## src/hdl/scu_pkg.sv

```systemverilog
package scu_pkg;

  // ****************************************
  // address map
  // ****************************************
  localparam int          ADDR_W        = 10;
  localparam logic [9:0]  ADDR_CFG      = 10'h000;
  localparam logic [9:0]  ADDR_UPD      = 10'h232;
  localparam logic [9:0]  ADDR_BUF_BASE = 10'h010;
  localparam int          BUF_COUNT     = 16;
  localparam logic [9:0]  BUF_COUNT_A   = 10'h010;

  // ****************************************
  // field positions
  // ****************************************
  localparam int BIT_READ_PIN = 0;
  localparam int BIT_LSB      = 1;
  localparam int BIT_SRST     = 2;
  localparam int BIT_LONG     = 3;
  localparam int BIT_UPD      = 0;

  // ****************************************
  // reset values
  // ****************************************
  localparam logic [3:0] CFG_RST = 4'h8;
  localparam logic [7:0] BUF_RST = 8'h00;
  localparam logic [7:0] UPD_RST = 8'h00;

  // bit reversal of one byte, used on the way in and out
  function automatic logic [7:0] rev8(input logic [7:0] b);
    rev8 = {b[0], b[1], b[2], b[3], b[4], b[5], b[6], b[7]};
  endfunction

  // readback form of the config nibble, upper half mirrored
  function automatic logic [7:0] mirror(input logic [3:0] n);
    mirror = {n[0], n[1], n[2], n[3], n};
  endfunction

endpackage

```

## src/hdl/scu_regs.sv

```systemverilog
`timescale 1ns/100ps
module scu_regs (
  // clock and reset
  input  wire logic                       i_clk,
  input  wire logic                       i_sys_rst,
  // instruction phase from the serial shifter
  input  wire logic                       i_instr_vld,
  input  wire logic [scu_pkg::ADDR_W-1:0] i_instr_addr,
  // data bytes from and to the serial shifter
  input  wire logic                       i_wr_en,
  input  wire logic [7:0]                 i_wr_data,
  input  wire logic                       i_rd_en,
  output logic      [7:0]                 o_rd_data,
  output logic                            o_rd_vld,
  // port configuration outputs
  output logic                            o_long_instr,
  output logic                            o_soft_rst,
  output logic                            o_lsb_first,
  output logic                            o_serial_read_out_pin_en,
  // committed register image
  output logic      [8*scu_pkg::BUF_COUNT-1:0] o_active,
  output logic                            o_upd_done
);

  // ****************************************
  // address tracking
  // ****************************************
  logic [scu_pkg::ADDR_W-1:0] addr_cur;
  logic                       upd_pend;
  logic [7:0]                 buf_mem [scu_pkg::BUF_COUNT];

  wire                        byte_go   = i_wr_en | i_rd_en;
  wire [scu_pkg::ADDR_W-1:0]  addr_use  = i_instr_vld ? i_instr_addr
                                                      : addr_cur;
  // msb first walks down the map, lsb first walks up
  wire [scu_pkg::ADDR_W-1:0]  next_addr = o_lsb_first ? addr_use + 10'h001
                                                      : addr_use - 10'h001;

  // current byte address, stepped once per data byte
  always_ff @(posedge i_clk) begin
    if (i_sys_rst) begin
      addr_cur <= '0;
    end else if (byte_go) begin
      addr_cur <= next_addr;
    end else if (i_instr_vld) begin
      addr_cur <= i_instr_addr;
    end
  end

  // ****************************************
  // write decode
  // ****************************************
  // shifter hands bytes in wire order; undo lsb-first reversal here
  wire [7:0] wr_byte   = o_lsb_first ? scu_pkg::rev8(i_wr_data)
                                     : i_wr_data;
  wire       cfg_hit   = addr_use == scu_pkg::ADDR_CFG;
  wire       upd_hit   = addr_use == scu_pkg::ADDR_UPD;
  wire [9:0] buf_off   = addr_use - scu_pkg::ADDR_BUF_BASE;
  wire       buf_hit   = buf_off < scu_pkg::BUF_COUNT_A;
  wire [3:0] buf_idx   = buf_off[3:0];
  wire       cfg_wr    = i_wr_en & cfg_hit;
  // only the low nibble is decoded; the mirrored half is redundant
  wire [3:0] cfg_nib   = wr_byte[3:0];
  wire       srst_next = cfg_nib[scu_pkg::BIT_SRST];
  // the write that clears soft reset still leaves fields at default
  wire       cfg_hold  = o_soft_rst | srst_next;
  wire       soft_hold = o_soft_rst | (cfg_wr & srst_next);
  wire       upd_wr    = i_wr_en & upd_hit & wr_byte[scu_pkg::BIT_UPD];
  wire       buf_wr    = i_wr_en & buf_hit & ~soft_hold;

  // ****************************************
  // port configuration register
  // ****************************************
  // soft reset bit is cleared only by a host write or by system reset
  always_ff @(posedge i_clk) begin
    if (i_sys_rst) begin
      o_long_instr             <= scu_pkg::CFG_RST[scu_pkg::BIT_LONG];
      o_soft_rst               <= scu_pkg::CFG_RST[scu_pkg::BIT_SRST];
      o_lsb_first              <= scu_pkg::CFG_RST[scu_pkg::BIT_LSB];
      o_serial_read_out_pin_en <= scu_pkg::CFG_RST[scu_pkg::BIT_READ_PIN];
    end else if (cfg_wr) begin
      o_soft_rst <= srst_next;
      if (cfg_hold) begin
        o_long_instr             <= scu_pkg::CFG_RST[scu_pkg::BIT_LONG];
        o_lsb_first              <= scu_pkg::CFG_RST[scu_pkg::BIT_LSB];
        o_serial_read_out_pin_en <= scu_pkg::CFG_RST[scu_pkg::BIT_READ_PIN];
      end else begin
        o_long_instr             <= cfg_nib[scu_pkg::BIT_LONG];
        o_lsb_first              <= cfg_nib[scu_pkg::BIT_LSB];
        o_serial_read_out_pin_en <= cfg_nib[scu_pkg::BIT_READ_PIN];
      end
    end
  end

  // ****************************************
  // update strobe and buffered registers
  // ****************************************
  // strobe reads back as one for the single cycle before the copy
  always_ff @(posedge i_clk) begin
    if (i_sys_rst || soft_hold) begin
      upd_pend   <= scu_pkg::UPD_RST[scu_pkg::BIT_UPD];
      o_upd_done <= 1'b0;
    end else begin
      upd_pend   <= upd_wr;
      o_upd_done <= upd_pend;
    end
  end

  // buffers take host writes; active copy moves only on the strobe, and is cleared by system or soft reset
  always_ff @(posedge i_clk) begin
    if (i_sys_rst || soft_hold) begin
      for (int i = 0; i < scu_pkg::BUF_COUNT; i++) begin
        buf_mem[i]         <= scu_pkg::BUF_RST;
        o_active[8*i +: 8] <= scu_pkg::BUF_RST;
      end
    end else begin
      if (buf_wr) begin
        buf_mem[buf_idx] <= wr_byte;
      end
      if (upd_pend) begin
        for (int i = 0; i < scu_pkg::BUF_COUNT; i++) begin
          o_active[8*i +: 8] <= buf_mem[i];
        end
      end
    end
  end

  // ****************************************
  // readback
  // ****************************************
  wire [3:0] cfg_now = {o_long_instr, o_soft_rst, o_lsb_first,
                        o_serial_read_out_pin_en};
  wire [7:0] rd_val  = cfg_hit ? scu_pkg::mirror(cfg_now)
                     : upd_hit ? {7'h00, upd_pend}
                     : buf_hit ? buf_mem[buf_idx]
                     : 8'h00;
  // readback shows buffers, never the committed image
  wire [7:0] rd_wire = o_lsb_first ? scu_pkg::rev8(rd_val) : rd_val;

  // read byte presented one cycle after the request, in wire order
  always_ff @(posedge i_clk) begin
    if (i_sys_rst) begin
      o_rd_data <= 8'h00;
      o_rd_vld  <= 1'b0;
    end else begin
      o_rd_vld <= i_rd_en;
      if (i_rd_en) begin
        o_rd_data <= rd_wire;
      end
    end
  end

  // ****************************************
  // checks
  // ****************************************
  logic [8*scu_pkg::BUF_COUNT-1:0] buf_flat;
  always_comb begin
    for (int i = 0; i < scu_pkg::BUF_COUNT; i++) begin
      buf_flat[8*i +: 8] = buf_mem[i];
    end
  end
  wire raw_mirrored = i_wr_data == scu_pkg::rev8(i_wr_data);

  property p_upd_set;
    @(posedge i_clk) disable iff (i_sys_rst)
      upd_wr && !soft_hold |=> upd_pend ##1 o_upd_done;
  endproperty
  a_upd_set: assert property (p_upd_set)
    else $error("update strobe not seen");

  property p_upd_selfclr;
    @(posedge i_clk) disable iff (i_sys_rst)
      upd_pend && !upd_wr |=> !upd_pend;
  endproperty
  a_upd_selfclr: assert property (p_upd_selfclr)
    else $error("update bit did not clear");

  property p_copy;
    @(posedge i_clk) disable iff (i_sys_rst)
      upd_pend && !soft_hold |=> o_active == $past(buf_flat);
  endproperty
  a_copy: assert property (p_copy)
    else $error("active image differs from buffers");

  property p_mirror;
    @(posedge i_clk) disable iff (i_sys_rst)
      cfg_wr && !cfg_hold && raw_mirrored |=>
        o_lsb_first == $past(i_wr_data[1]) &&
        o_long_instr == $past(i_wr_data[3]);
  endproperty
  a_mirror: assert property (p_mirror)
    else $error("mirrored config decoded by order");

  property p_defaults;
    @(posedge i_clk) disable iff (i_sys_rst)
      $past(i_sys_rst) |-> o_long_instr && !o_soft_rst && !o_lsb_first
        && !o_serial_read_out_pin_en;
  endproperty
  a_defaults: assert property (p_defaults)
    else $error("config defaults wrong after reset");

  property p_srst_enter;
    @(posedge i_clk) disable iff (i_sys_rst)
      cfg_wr && srst_next |=> o_soft_rst && o_long_instr && !o_lsb_first
        && o_active == '0 && !upd_pend;
  endproperty
  a_srst_enter: assert property (p_srst_enter)
    else $error("soft reset did not restore defaults");

  property p_srst_stay;
    @(posedge i_clk) disable iff (i_sys_rst)
      o_soft_rst && !cfg_wr |=> o_soft_rst;
  endproperty
  a_srst_stay: assert property (p_srst_stay)
    else $error("soft reset cleared by itself");

  property p_srst_hold;
    @(posedge i_clk) disable iff (i_sys_rst)
      o_soft_rst && i_wr_en |=> o_active == '0 && buf_flat == '0
        && !o_lsb_first;
  endproperty
  a_srst_hold: assert property (p_srst_hold)
    else $error("write took effect during soft reset");

  property p_rd_order;
    @(posedge i_clk) disable iff (i_sys_rst)
      i_rd_en |=> o_rd_vld && o_rd_data == ($past(o_lsb_first)
        ? scu_pkg::rev8($past(rd_val)) : $past(rd_val));
  endproperty
  a_rd_order: assert property (p_rd_order)
    else $error("read byte in wrong order");

  property p_addr_step;
    @(posedge i_clk) disable iff (i_sys_rst)
      byte_go && !cfg_wr |=> addr_cur == ($past(o_lsb_first)
        ? $past(addr_use) + 10'h001 : $past(addr_use) - 10'h001);
  endproperty
  a_addr_step: assert property (p_addr_step)
    else $error("address stepped the wrong way");

  property p_pin_mode;
    @(posedge i_clk) disable iff (i_sys_rst)
      cfg_wr && !cfg_hold |=>
        o_serial_read_out_pin_en == $past(wr_byte[0]);
  endproperty
  a_pin_mode: assert property (p_pin_mode)
    else $error("read pin mode not taken");

endmodule // scu_regs
```

## config.mk

```make
export PLATFORM = sky130hd
export DESIGN_NAME = scu_regs
export DESIGN_NICKNAME = d
export VERILOG_FILES = /design/src/hdl/scu_pkg.sv /design/src/hdl/scu_regs.sv
export SDC_FILE = /design/constraint.sdc
export NUM_CORES = 1
export LEC_CHECK = 0
export BUFFER_PORTS_ARGS = -buffer_cell sky130_fd_sc_hd__buf_2
export CORE_MARGIN = 4
export CORE_UTILIZATION = 57
export DETAILED_ROUTE_END_ITERATION = 6
export MAX_ROUTING_LAYER = met4
export PLACE_DENSITY_LB_ADDON = 0.15
export RECOVER_POWER = 50
export SYNTH_ARGS = -nofsm -noshare
export SYNTH_HDL_FRONTEND = slang
export SYNTH_SLANG_ARGS = --single-unit
```

## constraint.sdc

```tcl
create_clock -name i_clk -period 3.3 [get_ports i_clk]
set_input_delay 0.495 -clock i_clk [delete_from_list [all_inputs] [get_ports i_clk]]
set_output_delay 0.495 -clock i_clk [all_outputs]
set_load 0.05 [all_outputs]
```

==> results of run 1 <==
[how the worst max path moves through the flow]
stage | from | endpoint
2_1_floorplan | o_lsb_first | addr_cur[9]
3_3_place_gp | i_instr_vld | addr_cur[9]
3_5_place_dp | i_instr_vld | addr_cur[9]
4_1_cts | i_instr_vld | addr_cur[9]
5_1_grt | o_lsb_first | upd_pend
6_report | o_lsb_first | o_lsb_first
[worst min-delay path, cell delays in order]
cell and delay, ns:
buf_2 0.14, nand2b_1 0.10, nor4_1 0.05
[cell type report]
class	instances	area (um^2)	area share (%)
sequential	281	6910	49.0
clock buffer	37	807	5.72
timing repair buffer	219	1040	7.35
tap	270	338	2.39
inverter	10	37.5	0.266
clock inverter	17	205	1.45
antenna	1	2.50	0.0177
multi-input combinational	710	4770	33.8
[cell usage in the layout (no fill, tap or decap), types with 3 or more instances in the layout]
cell type and instances:
nor2_1 289, mux2i_1 192, clkbuf_1 167, dfxtp_1 152
edfxtp_1 128, nand2_1 59, clkbuf_16 30, buf_4 28
buf_2 23, a21oi_1 17, nor3_1 13, mux4_2 13
ha_1 8, mux2_2 7, inv_1 7, o21ai_0 7
a211oi_1 6, clkinv_2 6, o22a_1 5, nand2b_1 5
o22ai_1 5, nand3_1 5, and2_1 5, a2111oi_0 5
buf_12 5, a21o_1 4, o21a_1 4, nor4_1 4
a32oi_1 4, bufinv_16 4, mux2i_4 3, inv_2 3
o21ai_1 3, or4_1 3, clkinv_1 3, clkbuf_8 3
[synthesized netlist by cell type, types with 3 or more instances]
| master | n |
|---|---|
| nor2_1 | 289 |
| mux2i_1 | 191 |
| dfxtp_1 | 153 |
| edfxtp_1 | 128 |
| nand2_1 | 59 |
| clkbuf_1 | 32 |
| a21oi_1 | 17 |
| buf_4 | 16 |
| mux4_2 | 13 |
| nor3_1 | 13 |
| ha_1 | 8 |
| mux2_2 | 8 |
| inv_1 | 7 |
| o21ai_0 | 7 |
| a211oi_1 | 6 |
| a2111oi_0 | 5 |
| and2_1 | 5 |
| buf_2 | 5 |
| nand2b_1 | 5 |
| nand3_1 | 5 |
| o22a_1 | 5 |
| o22ai_1 | 5 |
| a21o_1 | 4 |
| a32oi_1 | 4 |
| buf_6 | 4 |
| nor4_1 | 4 |
| o21a_1 | 4 |
| o21ai_1 | 4 |
| inv_2 | 3 |
| mux2i_4 | 3 |
| or4_1 | 3 |
[routing by layer]
metal / up-vias / GRT usage [%]
li1: 4139 / -
met1: 4213 / 38.1
met2: 433 / 41.6
met3: 73 / 5.29
met4: 0 / 8.70
met5: - / -
[sequential cells by signal (all words and copies together), names as in the netlist]
register,cells
addr_cur,10
buf_mem,128
o_active,128
o_long_instr,1
o_lsb_first,1
o_rd_data,8
o_rd_vld,1
o_serial_read_out_pin_en,1
o_soft_rst,1
o_upd_done,1
upd_pend,1
[where the power goes]
| group | switching, W | total, W | internal, W |
|---|---|---|---|
| Combinational | 0.000443 | 0.000708 | 0.000265 |
| Sequential | 0.0000715 | 0.00379 | 0.00372 |
| Clock | 0.00135 | 0.00340 | 0.00205 |
[through the flow]
stage               hold WS [ns]  utilization (%)  power (W)  instance area [um^2]
finish                     0.278             68.8    0.00790                 14100
global route               0.282             68.8    0.00818                 14100
CTS                        0.267             70.2    0.00794                 14400
detailed placement         0.477             65.3    0.00457                 13400
global placement           0.466             65.3    0.00456                 13400
floorplan                  0.474                -    0.00432                 12000
[logic make-up (layout without fill, tap and decap cells)]
family	Yosys count	count (layout)	share of synthesized area [%]
AO/OA/AOI/OAI	82	82	4.84
XOR/XNOR	2	2	0.146
adder cells (fa/ha/maj)	9	9	0.998
buffers and inverters	69	283	2.95
flip-flops	281	281	57.4
multiplexers	217	217	19.9
other	0	1	0
AND/OR/NAND/NOR	400	400	13.8
==> qor.json, run 1 <==
{
  "yosysTopAreaCellShare_pct": 31.9,
  "worstRegToRegCells": 6,
  "run_status": "finished with violations",
  "timing.critical_path.slowest_stage_cell": "clkbuf_1",
  "timing.fmax_ghz": 0.339,
  "std_cell_rows": 52,
  "worstSetupStartpointType": "flop",
  "dp.cells": 1490,
  "synth.distinct_cells": 63,
  "report.final.setup_viol": 0,
  "io_buffers": 164,
  "met1_wl_um": 13400,
  "vdd_drop_max_v": 0.000441,
  "clock_sinks": 281,
  "layout_setup_ws_ns": 0.351,
  "finalWeightedCongestion": 0.975,
  "p_per_area_nw_per_um2": 560,
  "worst-endpoint-required_ns": 2.80,
  "rr_startpoint": "o_lsb_first",
  "max_slew_violations": 25,
  "postSynthNetCount": 1092,
  "critPathCaptureType": "output pin",
  "finalHoldViolCount": 0,
  "cts_buffers": 29,
  "drive_above_1_share_pct": 11.1,
  "grt_first_pass_wirelength_um": 49800,
  "post-synth-top-area-cell": "edfxtp_1",
  "postSynthRegisterBits": 281,
  "number_of_fillers_in_the_final_layout": 1661,
  "largest_net_degree_at_the_start_of_global_routing": 86,
  "post_synth_main_area_contributors": "edfxtp_1, dfxtp_1, mux2i_1",
  "wl_met2_um": 14900,
  "area.growth.synth_to_final_pct": 17.3,
  "h-tree-depth": 1,
  "timing.critical_path.depth": 2,
  "dieHeight_um": 153,
  "cp.buffers_inverters": 2,
  "leakagePower_nw": 5.09,
  "place_worst_setup_slack_ns": 0.0909,
  "starting_density_of_the_core_pct": 58.7,
  "path_max_fanout": 24,
  "grt_pass1_vias": 8537,
  "worst_hold_path.num_cells": 3,
  "clock_insertion_delay_worst_skew_ns": 0.55,
  "floorplan.io_pins": 165,
  "cap_viol_max_count": 1,
  "min_path_type": "in -> reg",
  "final.period_utilization_pct": 89.4,
  "place.detailed.hpwl_um": 22600,
  "post_synth_inst_count": 1060,
  "cts.path.max_buffers": 3,
  "slowest_delay_ns": 1.11,
  "crit_chain": "clkbuf_1 -> buf_2",
  "failed_checks": "max-capacitance violations, max-slew violations",
  "globalRoute.totalOverflow": 0,
  "clk_transition_reported_paths_ns": 0.06,
  "highest_routing_layer_actually_used": "met4",
  "cell_at_the_root_of_the_clock_tree": "clkbuf_16",
  "layout.cells.non_filler": 1545,
  "synth-seq-area-share_pct": 57.4,
  "drt-pass1-iter-count": 7,
  "cts_setup_buffers": 0,
  "cts_repair_resize_count": 0,
  "worstPathArrival_ns": 2.45,
  "mappedNetlistArea_um2": 12000,
  "synth_warnings": 0,
  "path_class": "reg -> out",
  "met3_wirelength_um": 3020,
  "relSlewSlack_pct": -2.21,
  "min_from": "i_wr_en",
  "antenna_nets_post_route": 0,
  "tns_setup_ns": 0,
  "reg2reg_slack_ns": 0.38,
  "route.vias.total": 8858,
  "critical_path.top_delay_family": "buffers and inverters",
  "drc_errors": 0,
  "die_width_um": 153,
  "core_um2": 20500,
  "grt_setup_unrepaired": "false",
  "drc_marker_count_from_the_first_detailed_route_iteration": 851,
  "grt_use_total_pct": 27.6,
  "drt-total-wl_um": 32400,
  "synth_enable_flop_cells": 128,
  "post_synthesis_async_set_or_reset_flop_share_pct": 0,
  "ys.flop_type": "dfxtp_1",
  "worst_max_slew_pin_slew_ns": 1.53,
  "detail_route.wl_per_cell_um": 21.0,
  "period_needed_ns": 2.95,
  "net_count_reported_at_finish": 1283,
  "cts_tree": "done",
  "grt_antenna_before_repair": 1,
  "postCtsHoldBufs": 0,
  "worst_clock_skew_ns": 0.0108,
  "hold_end": "upd_pend",
  "post_synth.cell_area_avg_um2": 11.4,
  "die_area_um2": 23500,
  "crit-reg2reg-capture": "upd_pend",
  "viasPerCell": 5.73
}
Power figures use the tool's default switching activity.
==> run 2: changes to the inputs <==
--- a/config.mk
+++ b/config.mk
@@ -5,12 +5,14 @@
 export SDC_FILE = /design/constraint.sdc
 export NUM_CORES = 1
 export LEC_CHECK = 0
+export ABC_AREA = 1
 export BUFFER_PORTS_ARGS = -buffer_cell sky130_fd_sc_hd__buf_2
 export CORE_MARGIN = 4
-export CORE_UTILIZATION = 57
+export CORE_UTILIZATION = 58
 export DETAILED_ROUTE_END_ITERATION = 6
+export GPL_TIMING_DRIVEN = 0
 export MAX_ROUTING_LAYER = met4
-export PLACE_DENSITY_LB_ADDON = 0.15
+export PLACE_DENSITY = 0.8
 export RECOVER_POWER = 50
 export SYNTH_ARGS = -nofsm -noshare
 export SYNTH_HDL_FRONTEND = slang
==> run 2 against run 1 <==
  * Clock-buffer cell count shrank 2
  * Wire length grew 21%
  * Hold slack lost 0.13 ns
  * Worst setup slack lost 0.25 ns
  * Final area grew 2.6%
  * The flow still finishes with violations (max-capacitance violations, max-slew violations)
  * Sequential share of layout area shrank 1.3 points
  * Clock power grew 2%
  * Via count grew 26%
  * Cell count grew 28%
  * Critical path type is now reg -> reg
  * Utilization shrank 0.43 points
  * Clock skew grew 0.0048 ns
==> qor.json, run 2 <==
{
  "timing.critical_path.slowest_stage_cell": "o21ai_0",
  "post_synth.cell_area_avg": {"value": 8.45, "unit": "um^2", "change": "-26%"},
  "leakagePower": {"value": 5.92, "unit": "nW", "change": "+16%"},
  "dieHeight": {"value": 155, "unit": "um", "change": "+1.2%"},
  "net_count_reported_at_finish": {"value": 1712, "change": "+33%"},
  "finalHoldViolCount": {"value": 0, "change": "unchanged"},
  "cap_viol_max_count": {"value": 2, "change": "+1"},
  "h-tree-depth": {"value": 1, "change": "unchanged"},
  "critical_path.top_delay_family": "buffers and inverters",
  "worst_max_slew_pin_slew": {"value": 1.49, "unit": "ns", "change": "-0.0418 ns"},
  "io_buffers": {"value": 162, "change": "-1.2%"},
  "path_class": "reg -> reg",
  "max_slew_violations": {"value": 1, "change": "-96%"},
  "path_common_cell": "clkbuf_1",
  "rr_startpoint": "o_lsb_first",
  "post-synth-top-area-cell": "edfxtp_1",
  "largest_net_degree_at_the_start_of_global_routing": {"value": 19, "change": "-78%"},
  "grt_setup_unrepaired": "false",
  "die_area": {"value": 24100, "unit": "um^2", "change": "+2.5%"},
  "crit_start": "o_lsb_first",
  "relSlewSlack": {"value": -0.472, "unit": "%", "change": "+1.7 points"},
  "failed_checks": "max-capacitance violations, max-slew violations",
  "ys.flop_type": "dfxtp_1",
  "run_status": "finished with violations",
  "share_comb_of_total_power": {"value": 10.0, "unit": "%", "change": "+1.0 points"},
  "report.final.setup_viol": {"value": 0, "change": "unchanged"},
  "postCtsHoldBufs": {"value": 0, "change": "unchanged"},
  "timing.critical_path.depth": {"value": 5, "change": "+3"},
  "place.detailed.hpwl": {"value": 27600, "unit": "um", "change": "+22%"},
  "grt_use_total": {"value": 32.4, "unit": "%", "change": "+4.8 points"},
  "synth-seq-area-share": {"value": 55.0, "unit": "%", "change": "-2.4 points"},
  "detailed_place.area": {"value": 13700, "unit": "um^2", "change": "+2.6%"},
  "power.internal": {"value": 0.00595, "unit": "W", "change": "-1.4%"},
  "mappedNetlistArea": {"value": 12600, "unit": "um^2", "change": "+4.4%"},
  "post_synth_main_area_contributors": "edfxtp_1, dfxtp_1, nand2_1",
  "timing.fmax": {"value": 0.312, "unit": "GHz", "change": "-7.9%"},
  "net_switching_power": {"value": 0.00207, "unit": "W", "change": "+11%"},
  "swShare": {"value": 25.8, "unit": "%", "change": "+2.2 points"},
  "final.period_utilization": {"value": 97.0, "unit": "%", "change": "+7.6 points"},
  "postSynthNetCount": {"value": 1520, "change": "+39%"},
  "synth_enable_flop_cells": {"value": 128, "change": "unchanged"},
  "area.growth.synth_to_final_pct": 15.2,
  "reg2reg_slack": {"value": 0.1, "unit": "ns", "change": "-0.28 ns"},
  "route.vias.total": {"value": 11100, "change": "+26%"},
  "min_path_type": "in -> reg",
  "stdcell_area": {"value": 14500, "unit": "um^2", "change": "+2.6%"},
  "starting_density_of_the_core": {"value": 59.4, "unit": "%", "change": "+0.70 points"},
  "grt_first_pass_wirelength": {"value": 58500, "unit": "um", "change": "+17%"},
  "cts.path.max_buffers": {"value": 3, "change": "unchanged"},
  "synth_warnings": {"value": 0, "change": "unchanged"},
  "grt_pass1_vias": {"value": 10500, "change": "+23%"},
  "viasPerCell": {"value": 5.64, "change": "-1.6%"},
  "core": {"value": 21200, "unit": "um^2", "change": "+3.2%"},
  "synth.distinct_cells": {"value": 40, "change": "-37%"},
  "postSynthRegisterBits": {"value": 281, "change": "unchanged"},
  "clock_sinks": {"value": 281, "change": "unchanged"},
  "crit_chain": "clkbuf_2 -> clkbuf_1 -> o21ai_0 -> clkbuf_1 -> nor2_1",
  "netlist_top_cells_count": "nand2_1, nor2_1, dfxtp_1, inv_1, edfxtp_1",
  "antenna_nets_post_route": {"value": 0, "change": "unchanged"},
  "clk_transition_reported_paths": {"value": 0.06, "unit": "ns", "change": "about the same"},
  "biggestRegsByFlops": "buf_mem x128, o_active x128, addr_cur x10",
  "cts_buffers": {"value": 28, "change": "-3.4%"},
  "drt-pass1-iter-count": {"value": 6, "change": "-1"},
  "worstPathArrival": {"value": 3.47, "unit": "ns", "change": "+1.02 ns"},
  "drt-total-wl": {"value": 39100, "unit": "um", "change": "+21%"},
  "drc_marker_count_from_the_first_detailed_route_iteration": {"value": 1305, "change": "+53%"},
  "p_per_area": {"value": 554, "unit": "nW/um^2", "change": "-1.1%"},
  "cp.buffers_inverters": {"value": 3, "change": "+1"},
  "mostFrequentLayoutCells": "nand2_1, nor2_1, clkbuf_1",
  "drc_errors": {"value": 0, "change": "unchanged"},
  "yosysTopAreaCellShare": {"value": 30.6, "unit": "%", "change": "-1.4 points"},
  "crit_end": "buf_mem[5][3]",
  "mostFrequentLayoutCell": "nand2_1",
  "path_max_fanout": {"value": 10, "change": "-58%"},
  "worstRegToRegCells": {"value": 5, "change": "-1"},
  "clock_power_share": {"value": 43.4, "unit": "%", "change": "+0.4 points"},
  "post_synthesis_async_set_or_reset_flop_share": {"value": 0, "unit": "%", "change": "unchanged"},
  "cell_at_the_root_of_the_clock_tree": "clkbuf_16",
  "finalWeightedCongestion": {"value": 1.01, "change": "+3.1%"},
  "synth.most_common_cell": "nand2_1",
  "worst_hold_slack": {"value": 0.152, "unit": "ns", "change": "-0.126 ns"},
  "antenna_cells_inserted": {"value": 0, "change": "-1"},
  "drive_above_1_share": {"value": 8.52, "unit": "%", "change": "-2.6 points"},
  "die_width": {"value": 155, "unit": "um", "change": "+1.2%"},
  "grt_antenna_before_repair": {"value": 0, "change": "-1"},
  "post_synth_inst_count": {"value": 1488, "change": "+40%"},
  "detail_route.wl_per_cell": {"value": 19.8, "unit": "um", "change": "-5.8%"},
  "layout_setup_ws": {"value": 0.0991, "unit": "ns", "change": "-0.252 ns"},
  "globalRoute.totalOverflow": {"value": 0, "change": "unchanged"},
  "floorplan.io_pins": {"value": 165, "change": "unchanged"},
  "clock_insertion_delay_worst_skew": {"value": 0.56, "unit": "ns", "change": "about the same"},
  "seqPwrFrac": {"value": 46.6, "unit": "%", "change": "-1.4 points"},
  "worst_clock_skew": {"value": 0.0156, "unit": "ns", "change": "+0.00483 ns"},
  "slowest_delay": {"value": 1.20, "unit": "ns", "change": "+0.09 ns"},
  "worstSetupStartpointType": "flop",
  "std_cell_rows": {"value": 53, "change": "+1.9%"},
  "period_needed": {"value": 3.20, "unit": "ns", "change": "+0.252 ns"},
  "vdd_drop_max": {"value": 0.000427, "unit": "V", "change": "-3.3%"},
  "worst-endpoint-required": {"value": 3.57, "unit": "ns", "change": "+0.77 ns"},
  "critPathCaptureType": "flop",
  "cts_tree": "done",
  "crit-reg2reg-capture": "buf_mem[5][3]",
  "place_worst_setup_slack": {"value": -0.0494, "unit": "ns", "change": "-0.140 ns"}
}
-- run 2: changes by cell type after synthesis, sizes merged, moves of 38 or more --
| cell | change |
|---|---|
| inv | +139 |
| nand3 | +57 |
| mux2i | -191 |
| nand2 | +349 |
| o21ai | +38 |
| a211oi | +98 |
-- run 2: power by group through the flow --
stage	logic [W]	clock network [W]	registers, W
finish	0.000805	0.00348	0.00373
global route	0.000865	0.00361	0.00374
CTS	0.000789	0.00346	0.00373
detailed placement	0.000782	0	0.00381
global placement	0.000777	0	0.00380
floorplan	0.000507	0	0.00381
-- run 2: kinds of logic after synthesis --
family / Yosys count / synth area share (%)
AND/OR/NAND/NOR: 739 / 24.9
buffers and inverters: 239 / 7.70
AO/OA/AOI/OAI: 211 / 10.9
multiplexers: 4 / 0.319
flip-flops: 281 / 55.0
adder cells (fa/ha/maj): 9 / 0.956
XOR/XNOR: 5 / 0.348
-- run 2: cell type report --
type	instances	area (um^2)
Sequential cell	281	6910
Fill cell	1787	6680
Multi-Input combinational cell	968	4610
Clock buffer	35	800
Timing Repair Buffer	162	633
Inverter	153	574
Buffer	86	389
Tap cell	275	344
Clock inverter	17	220
-- run 2: through the flow --
stage,util (%),total power (W),TNS [ns],instances
after floorplan,-,0.00431,0,1488
after global placement,64.9,0.00458,0,1925
after detailed placement,64.9,0.00459,-1.74,1925
after CTS,69.7,0.00799,0,1977
after global routing,68.4,0.00821,0,1977
final,68.4,0.00802,0,1977
-- run 2: timing repair --
action / CTS / global route
gates resized for setup: 1 / 2
endpoints found under the setup margin: 80 / 3
buffers inserted: 0 / 0
-- run 2: metal layers --
layer | global-route usage (%) | vias to the layer above | share of wire, %
met1 | 41.8 | 5145 | 39
met2 | 51.4 | 655 | 46
met3 | 6.01 | 128 | 11
met5 | - | - | 0
met4 | 12.4 | 0 | 4.0
li1 | - | 5220 | -
-- run 2: worst min-delay path by stage --
| stage | startpoint | to | cells after the start |
|---|---|---|---|
| floorplan | buf_mem[14][6] | o_active[118] | 2 |
| global route | i_sys_rst | o_rd_data[7] | 2 |
| CTS | i_sys_rst | o_rd_data[7] | 2 |
| finish | i_sys_rst | o_rd_data[7] | 2 |
| detailed placement | o_active[119] | o_active[119] | 2 |
| global placement | o_active[65] | o_active[65] | 2 |
==> run 3: changes to the inputs <==
--- a/config.mk
+++ b/config.mk
@@ -8,11 +8,12 @@
 export ABC_AREA = 1
 export BUFFER_PORTS_ARGS = -buffer_cell sky130_fd_sc_hd__buf_2
 export CORE_MARGIN = 4
-export CORE_UTILIZATION = 58
+export CORE_UTILIZATION = 60
+export CTS_BUF_LIST = sky130_fd_sc_hd__clkbuf_8
 export DETAILED_ROUTE_END_ITERATION = 6
 export GPL_TIMING_DRIVEN = 0
 export MAX_ROUTING_LAYER = met4
-export PLACE_DENSITY = 0.8
+export PLACE_DENSITY = 0.82
 export RECOVER_POWER = 50
 export SYNTH_ARGS = -nofsm -noshare
 export SYNTH_HDL_FRONTEND = slang
==> run 3 against run 2 <==
  * Utilization rose by 2.1 points
  * The flow still finishes with violations (max-capacitance violations, max-slew violations)
  * Worst setup slack better by 0.051 ns
  * Non-clock buffer count unchanged
  * Combinational power up 1%
  * Register-to-register slack improved by 0.05 ns
  * Hold slack gained 0.0064 ns
  * Largest power group unchanged
  * Global-route usage grew 1.3 points
  * Final area shrank 0.49%
  * Critical path depth did not move
==> qor.json, run 3 (synthesis gave the netlist of run 2 again) <==
{
  "grt_use_total": {"value": 33.7, "unit": "%", "change": "+1.3 points"},
  "worst_clock_skew": {"value": 0.0219, "unit": "ns", "change": "+0.00625 ns"},
  "net_count_reported_at_finish": {"value": 1729, "change": "+0.99%"},
  "viasPerCell": {"value": 5.68, "change": "+0.81%"},
  "drc_marker_count_from_the_first_detailed_route_iteration": {"value": 1282, "change": "-1.8%"},
  "cts.path.max_buffers": {"value": 3, "change": "unchanged"},
  "finalWeightedCongestion": {"value": 1.00, "change": "-0.54%"},
  "drt-total-wl": {"value": 39300, "unit": "um", "change": "+0.59%"},
  "mostFrequentLayoutCell": "nand2_1",
  "tns_setup": {"value": 0, "unit": "ns", "change": "unchanged"},
  "path_max_fanout": {"value": 10, "change": "unchanged"},
  "cts_tree": "done",
  "final.period_utilization": {"value": 95.4, "unit": "%", "change": "-1.6 points"},
  "relSlewSlack": {"value": -0.414, "unit": "%", "change": "+0.058 points"},
  "largest_net_degree_at_the_start_of_global_routing": {"value": 19, "change": "unchanged"},
  "core": {"value": 20400, "unit": "um^2", "change": "-3.4%"},
  "cap_viol_max_count": {"value": 1, "change": "-1"},
  "core_utilization_of_the_finished_layout": {"value": 70.5, "unit": "%", "change": "+2.1 points"},
  "failed_checks": "max-capacitance violations, max-slew violations",
  "grt_pass1_vias": {"value": 10900, "change": "+3.1%"},
  "h-tree-depth": {"value": 2, "change": "+1"},
  "crit_chain": "clkbuf_1 -> clkbuf_1 -> o21ai_0 -> clkbuf_1 -> nor2_1",
  "vdd_drop_max": {"value": 0.000453, "unit": "V", "change": "+6.1%"},
  "die_width": {"value": 153, "unit": "um", "change": "-1.6%"},
  "p_per_area": {"value": 520, "unit": "nW/um^2", "change": "-6.2%"},
  "slowest_delay": {"value": 1.20, "unit": "ns", "change": "about the same"},
  "grt_setup_unrepaired": "false",
  "worstSetupStartpointType": "flop",
  "period_needed": {"value": 3.15, "unit": "ns", "change": "-0.0515 ns"},
  "globalRoute.totalOverflow": {"value": 0, "change": "unchanged"},
  "clock_insertion_delay_worst_skew": {"value": 0.57, "unit": "ns", "change": "about the same"},
  "die_area": {"value": 23300, "unit": "um^2", "change": "-3.2%"},
  "drive_above_1_share": {"value": 8.83, "unit": "%", "change": "+0.31 points"},
  "path_class": "reg -> reg",
  "postCtsHoldBufs": {"value": 0, "change": "unchanged"},
  "clk_transition_reported_paths": {"value": 0.06, "unit": "ns", "change": "about the same"},
  "drt-pass1-iter-count": {"value": 6, "change": "unchanged"},
  "leakagePower": {"value": 5.93, "unit": "nW", "change": "+0.24%"},
  "finalHoldViolCount": {"value": 0, "change": "unchanged"},
  "critical_path.top_delay_family": "buffers and inverters",
  "mostFrequentLayoutCells": "nand2_1, nor2_1, clkbuf_1",
  "timing.fmax": {"value": 0.318, "unit": "GHz", "change": "+1.6%"},
  "cell_at_the_root_of_the_clock_tree": "clkbuf_8",
  "biggestRegsByFlops": "buf_mem x128, o_active x128, addr_cur x10",
  "path_common_cell": "clkbuf_1",
  "starting_density_of_the_core": {"value": 61.5, "unit": "%", "change": "+2.1 points"},
  "worst_max_slew_pin_slew": {"value": 1.49, "unit": "ns", "change": "-0.000864 ns"},
  "drc_errors": {"value": 0, "change": "unchanged"},
  "floorplan.io_pins": {"value": 165, "change": "unchanged"},
  "timing.critical_path.slowest_stage_cell": "o21ai_0",
  "route.vias.total": {"value": 11400, "change": "+2.1%"},
  "std_cell_rows": {"value": 52, "change": "-1.9%"},
  "report.final.setup_viol": {"value": 0, "change": "unchanged"},
  "min_path_type": "in -> reg",
  "cts_buffers": {"value": 45, "change": "+61%"},
  "run_status": "finished with violations",
  "area.growth.synth_to_final_pct": 14.6,
  "antenna_cells_inserted": {"value": 0, "change": "unchanged"},
  "detail_route.wl_per_cell": {"value": 19.6, "unit": "um", "change": "-0.71%"},
  "clock_sinks": {"value": 281, "change": "unchanged"},
  "antenna_nets_post_route": {"value": 0, "change": "unchanged"},
  "critPathCaptureType": "flop",
  "max_slew_violations": {"value": 1, "change": "unchanged"},
  "io_buffers": {"value": 162, "change": "unchanged"},
  "dieHeight": {"value": 153, "unit": "um", "change": "-1.6%"},
  "place.detailed.hpwl": {"value": 27700, "unit": "um", "change": "+0.39%"},
  "grt_antenna_before_repair": {"value": 0, "change": "unchanged"},
  "worstPathArrival": {"value": 3.43, "unit": "ns", "change": "-0.04 ns"},
  "grt_first_pass_wirelength": {"value": 60000, "unit": "um", "change": "+2.6%"},
  "worst-endpoint-required": {"value": 3.58, "unit": "ns", "change": "about the same"},
  "cp.buffers_inverters": {"value": 3, "change": "unchanged"},
  "cts_setup_buffers": {"value": 0, "change": "unchanged"}
}
[run 3: cell count changes in the layout (fill, tap and decap cells not counted), sizes merged]
cell / before / now
buf: 43 / 42
bufinv: 4 / 1
clkbuf: 240 / 259
clkinv: 11 / 10
clkinvlp: 3 / 0
inv: 152 / 172
[run 3: worst paths after layout]
| kind | from | endpoint | slack [ns] | cells after the start |
|---|---|---|---|---|
| max | o_lsb_first | buf_mem[4][3] | 0.15 | 5 |
| min | i_sys_rst | o_rd_data[7] | 0.16 | 2 |
| max reg2reg | o_lsb_first | buf_mem[4][3] | 0.15 | 5 |
| min reg2reg | o_active[46] | o_active[46] | 0.46 | 2 |
[run 3: worst register-to-register path, cell delays in order (launching register included)]
cell and delay, ns:
dfxtp_1 0.32, clkbuf_1 0.23, clkbuf_1 0.28, o21ai_0 1.20
clkbuf_1 0.73, nor2_1 0.11
[run 3: timing repair]
action / 4_1_cts / 5_1_grt
setup endpoints to repair: 21 / 2
gates resized for setup: 1 / 3
cloned: 0 / 0
[run 3: routing by layer]
layer	track usage, %	part of all wire (%)
met1	43.5	38
met2	52.7	46
met3	6.45	12
met4	13.9	4.4
met5	-	0
[run 3: power by group]
part	internal (W)	switching (W)	total [W]	leakage [nW]
clock network	0.00154	0.00139	0.00293	0.536
registers	0.00371	0.0000305	0.00374	2.56
logic	0.000194	0.000621	0.000815	2.84
[run 3: cell type report]
cell class | count | area (um^2)
fill | 1691 | 6030
clock buffer | 53 | 729
clock inverter | 30 | 149
buffer | 86 | 378
tap | 270 | 338
timing repair buffer | 162 | 633
sequential | 281 | 6910
multi-input combinational | 968 | 4690
inverter | 153 | 574
[run 3: through the flow]
step / std cells / instance area [um^2] / setup WS (ns) / total power, W / hold WS, ns
floorplan: 1488 / 12600 / 0.379 / 0.00431 / 0.506
global placement: 1920 / 13700 / -0.105 / 0.00458 / 0.447
detailed placement: 1920 / 13700 / -0.116 / 0.00459 / 0.452
CTS: 2003 / 14600 / 0.225 / 0.00744 / 0.147
global route: 2003 / 14400 / 0.00654 / 0.00771 / 0.155
finish: 2003 / 14400 / 0.151 / 0.00748 / 0.158
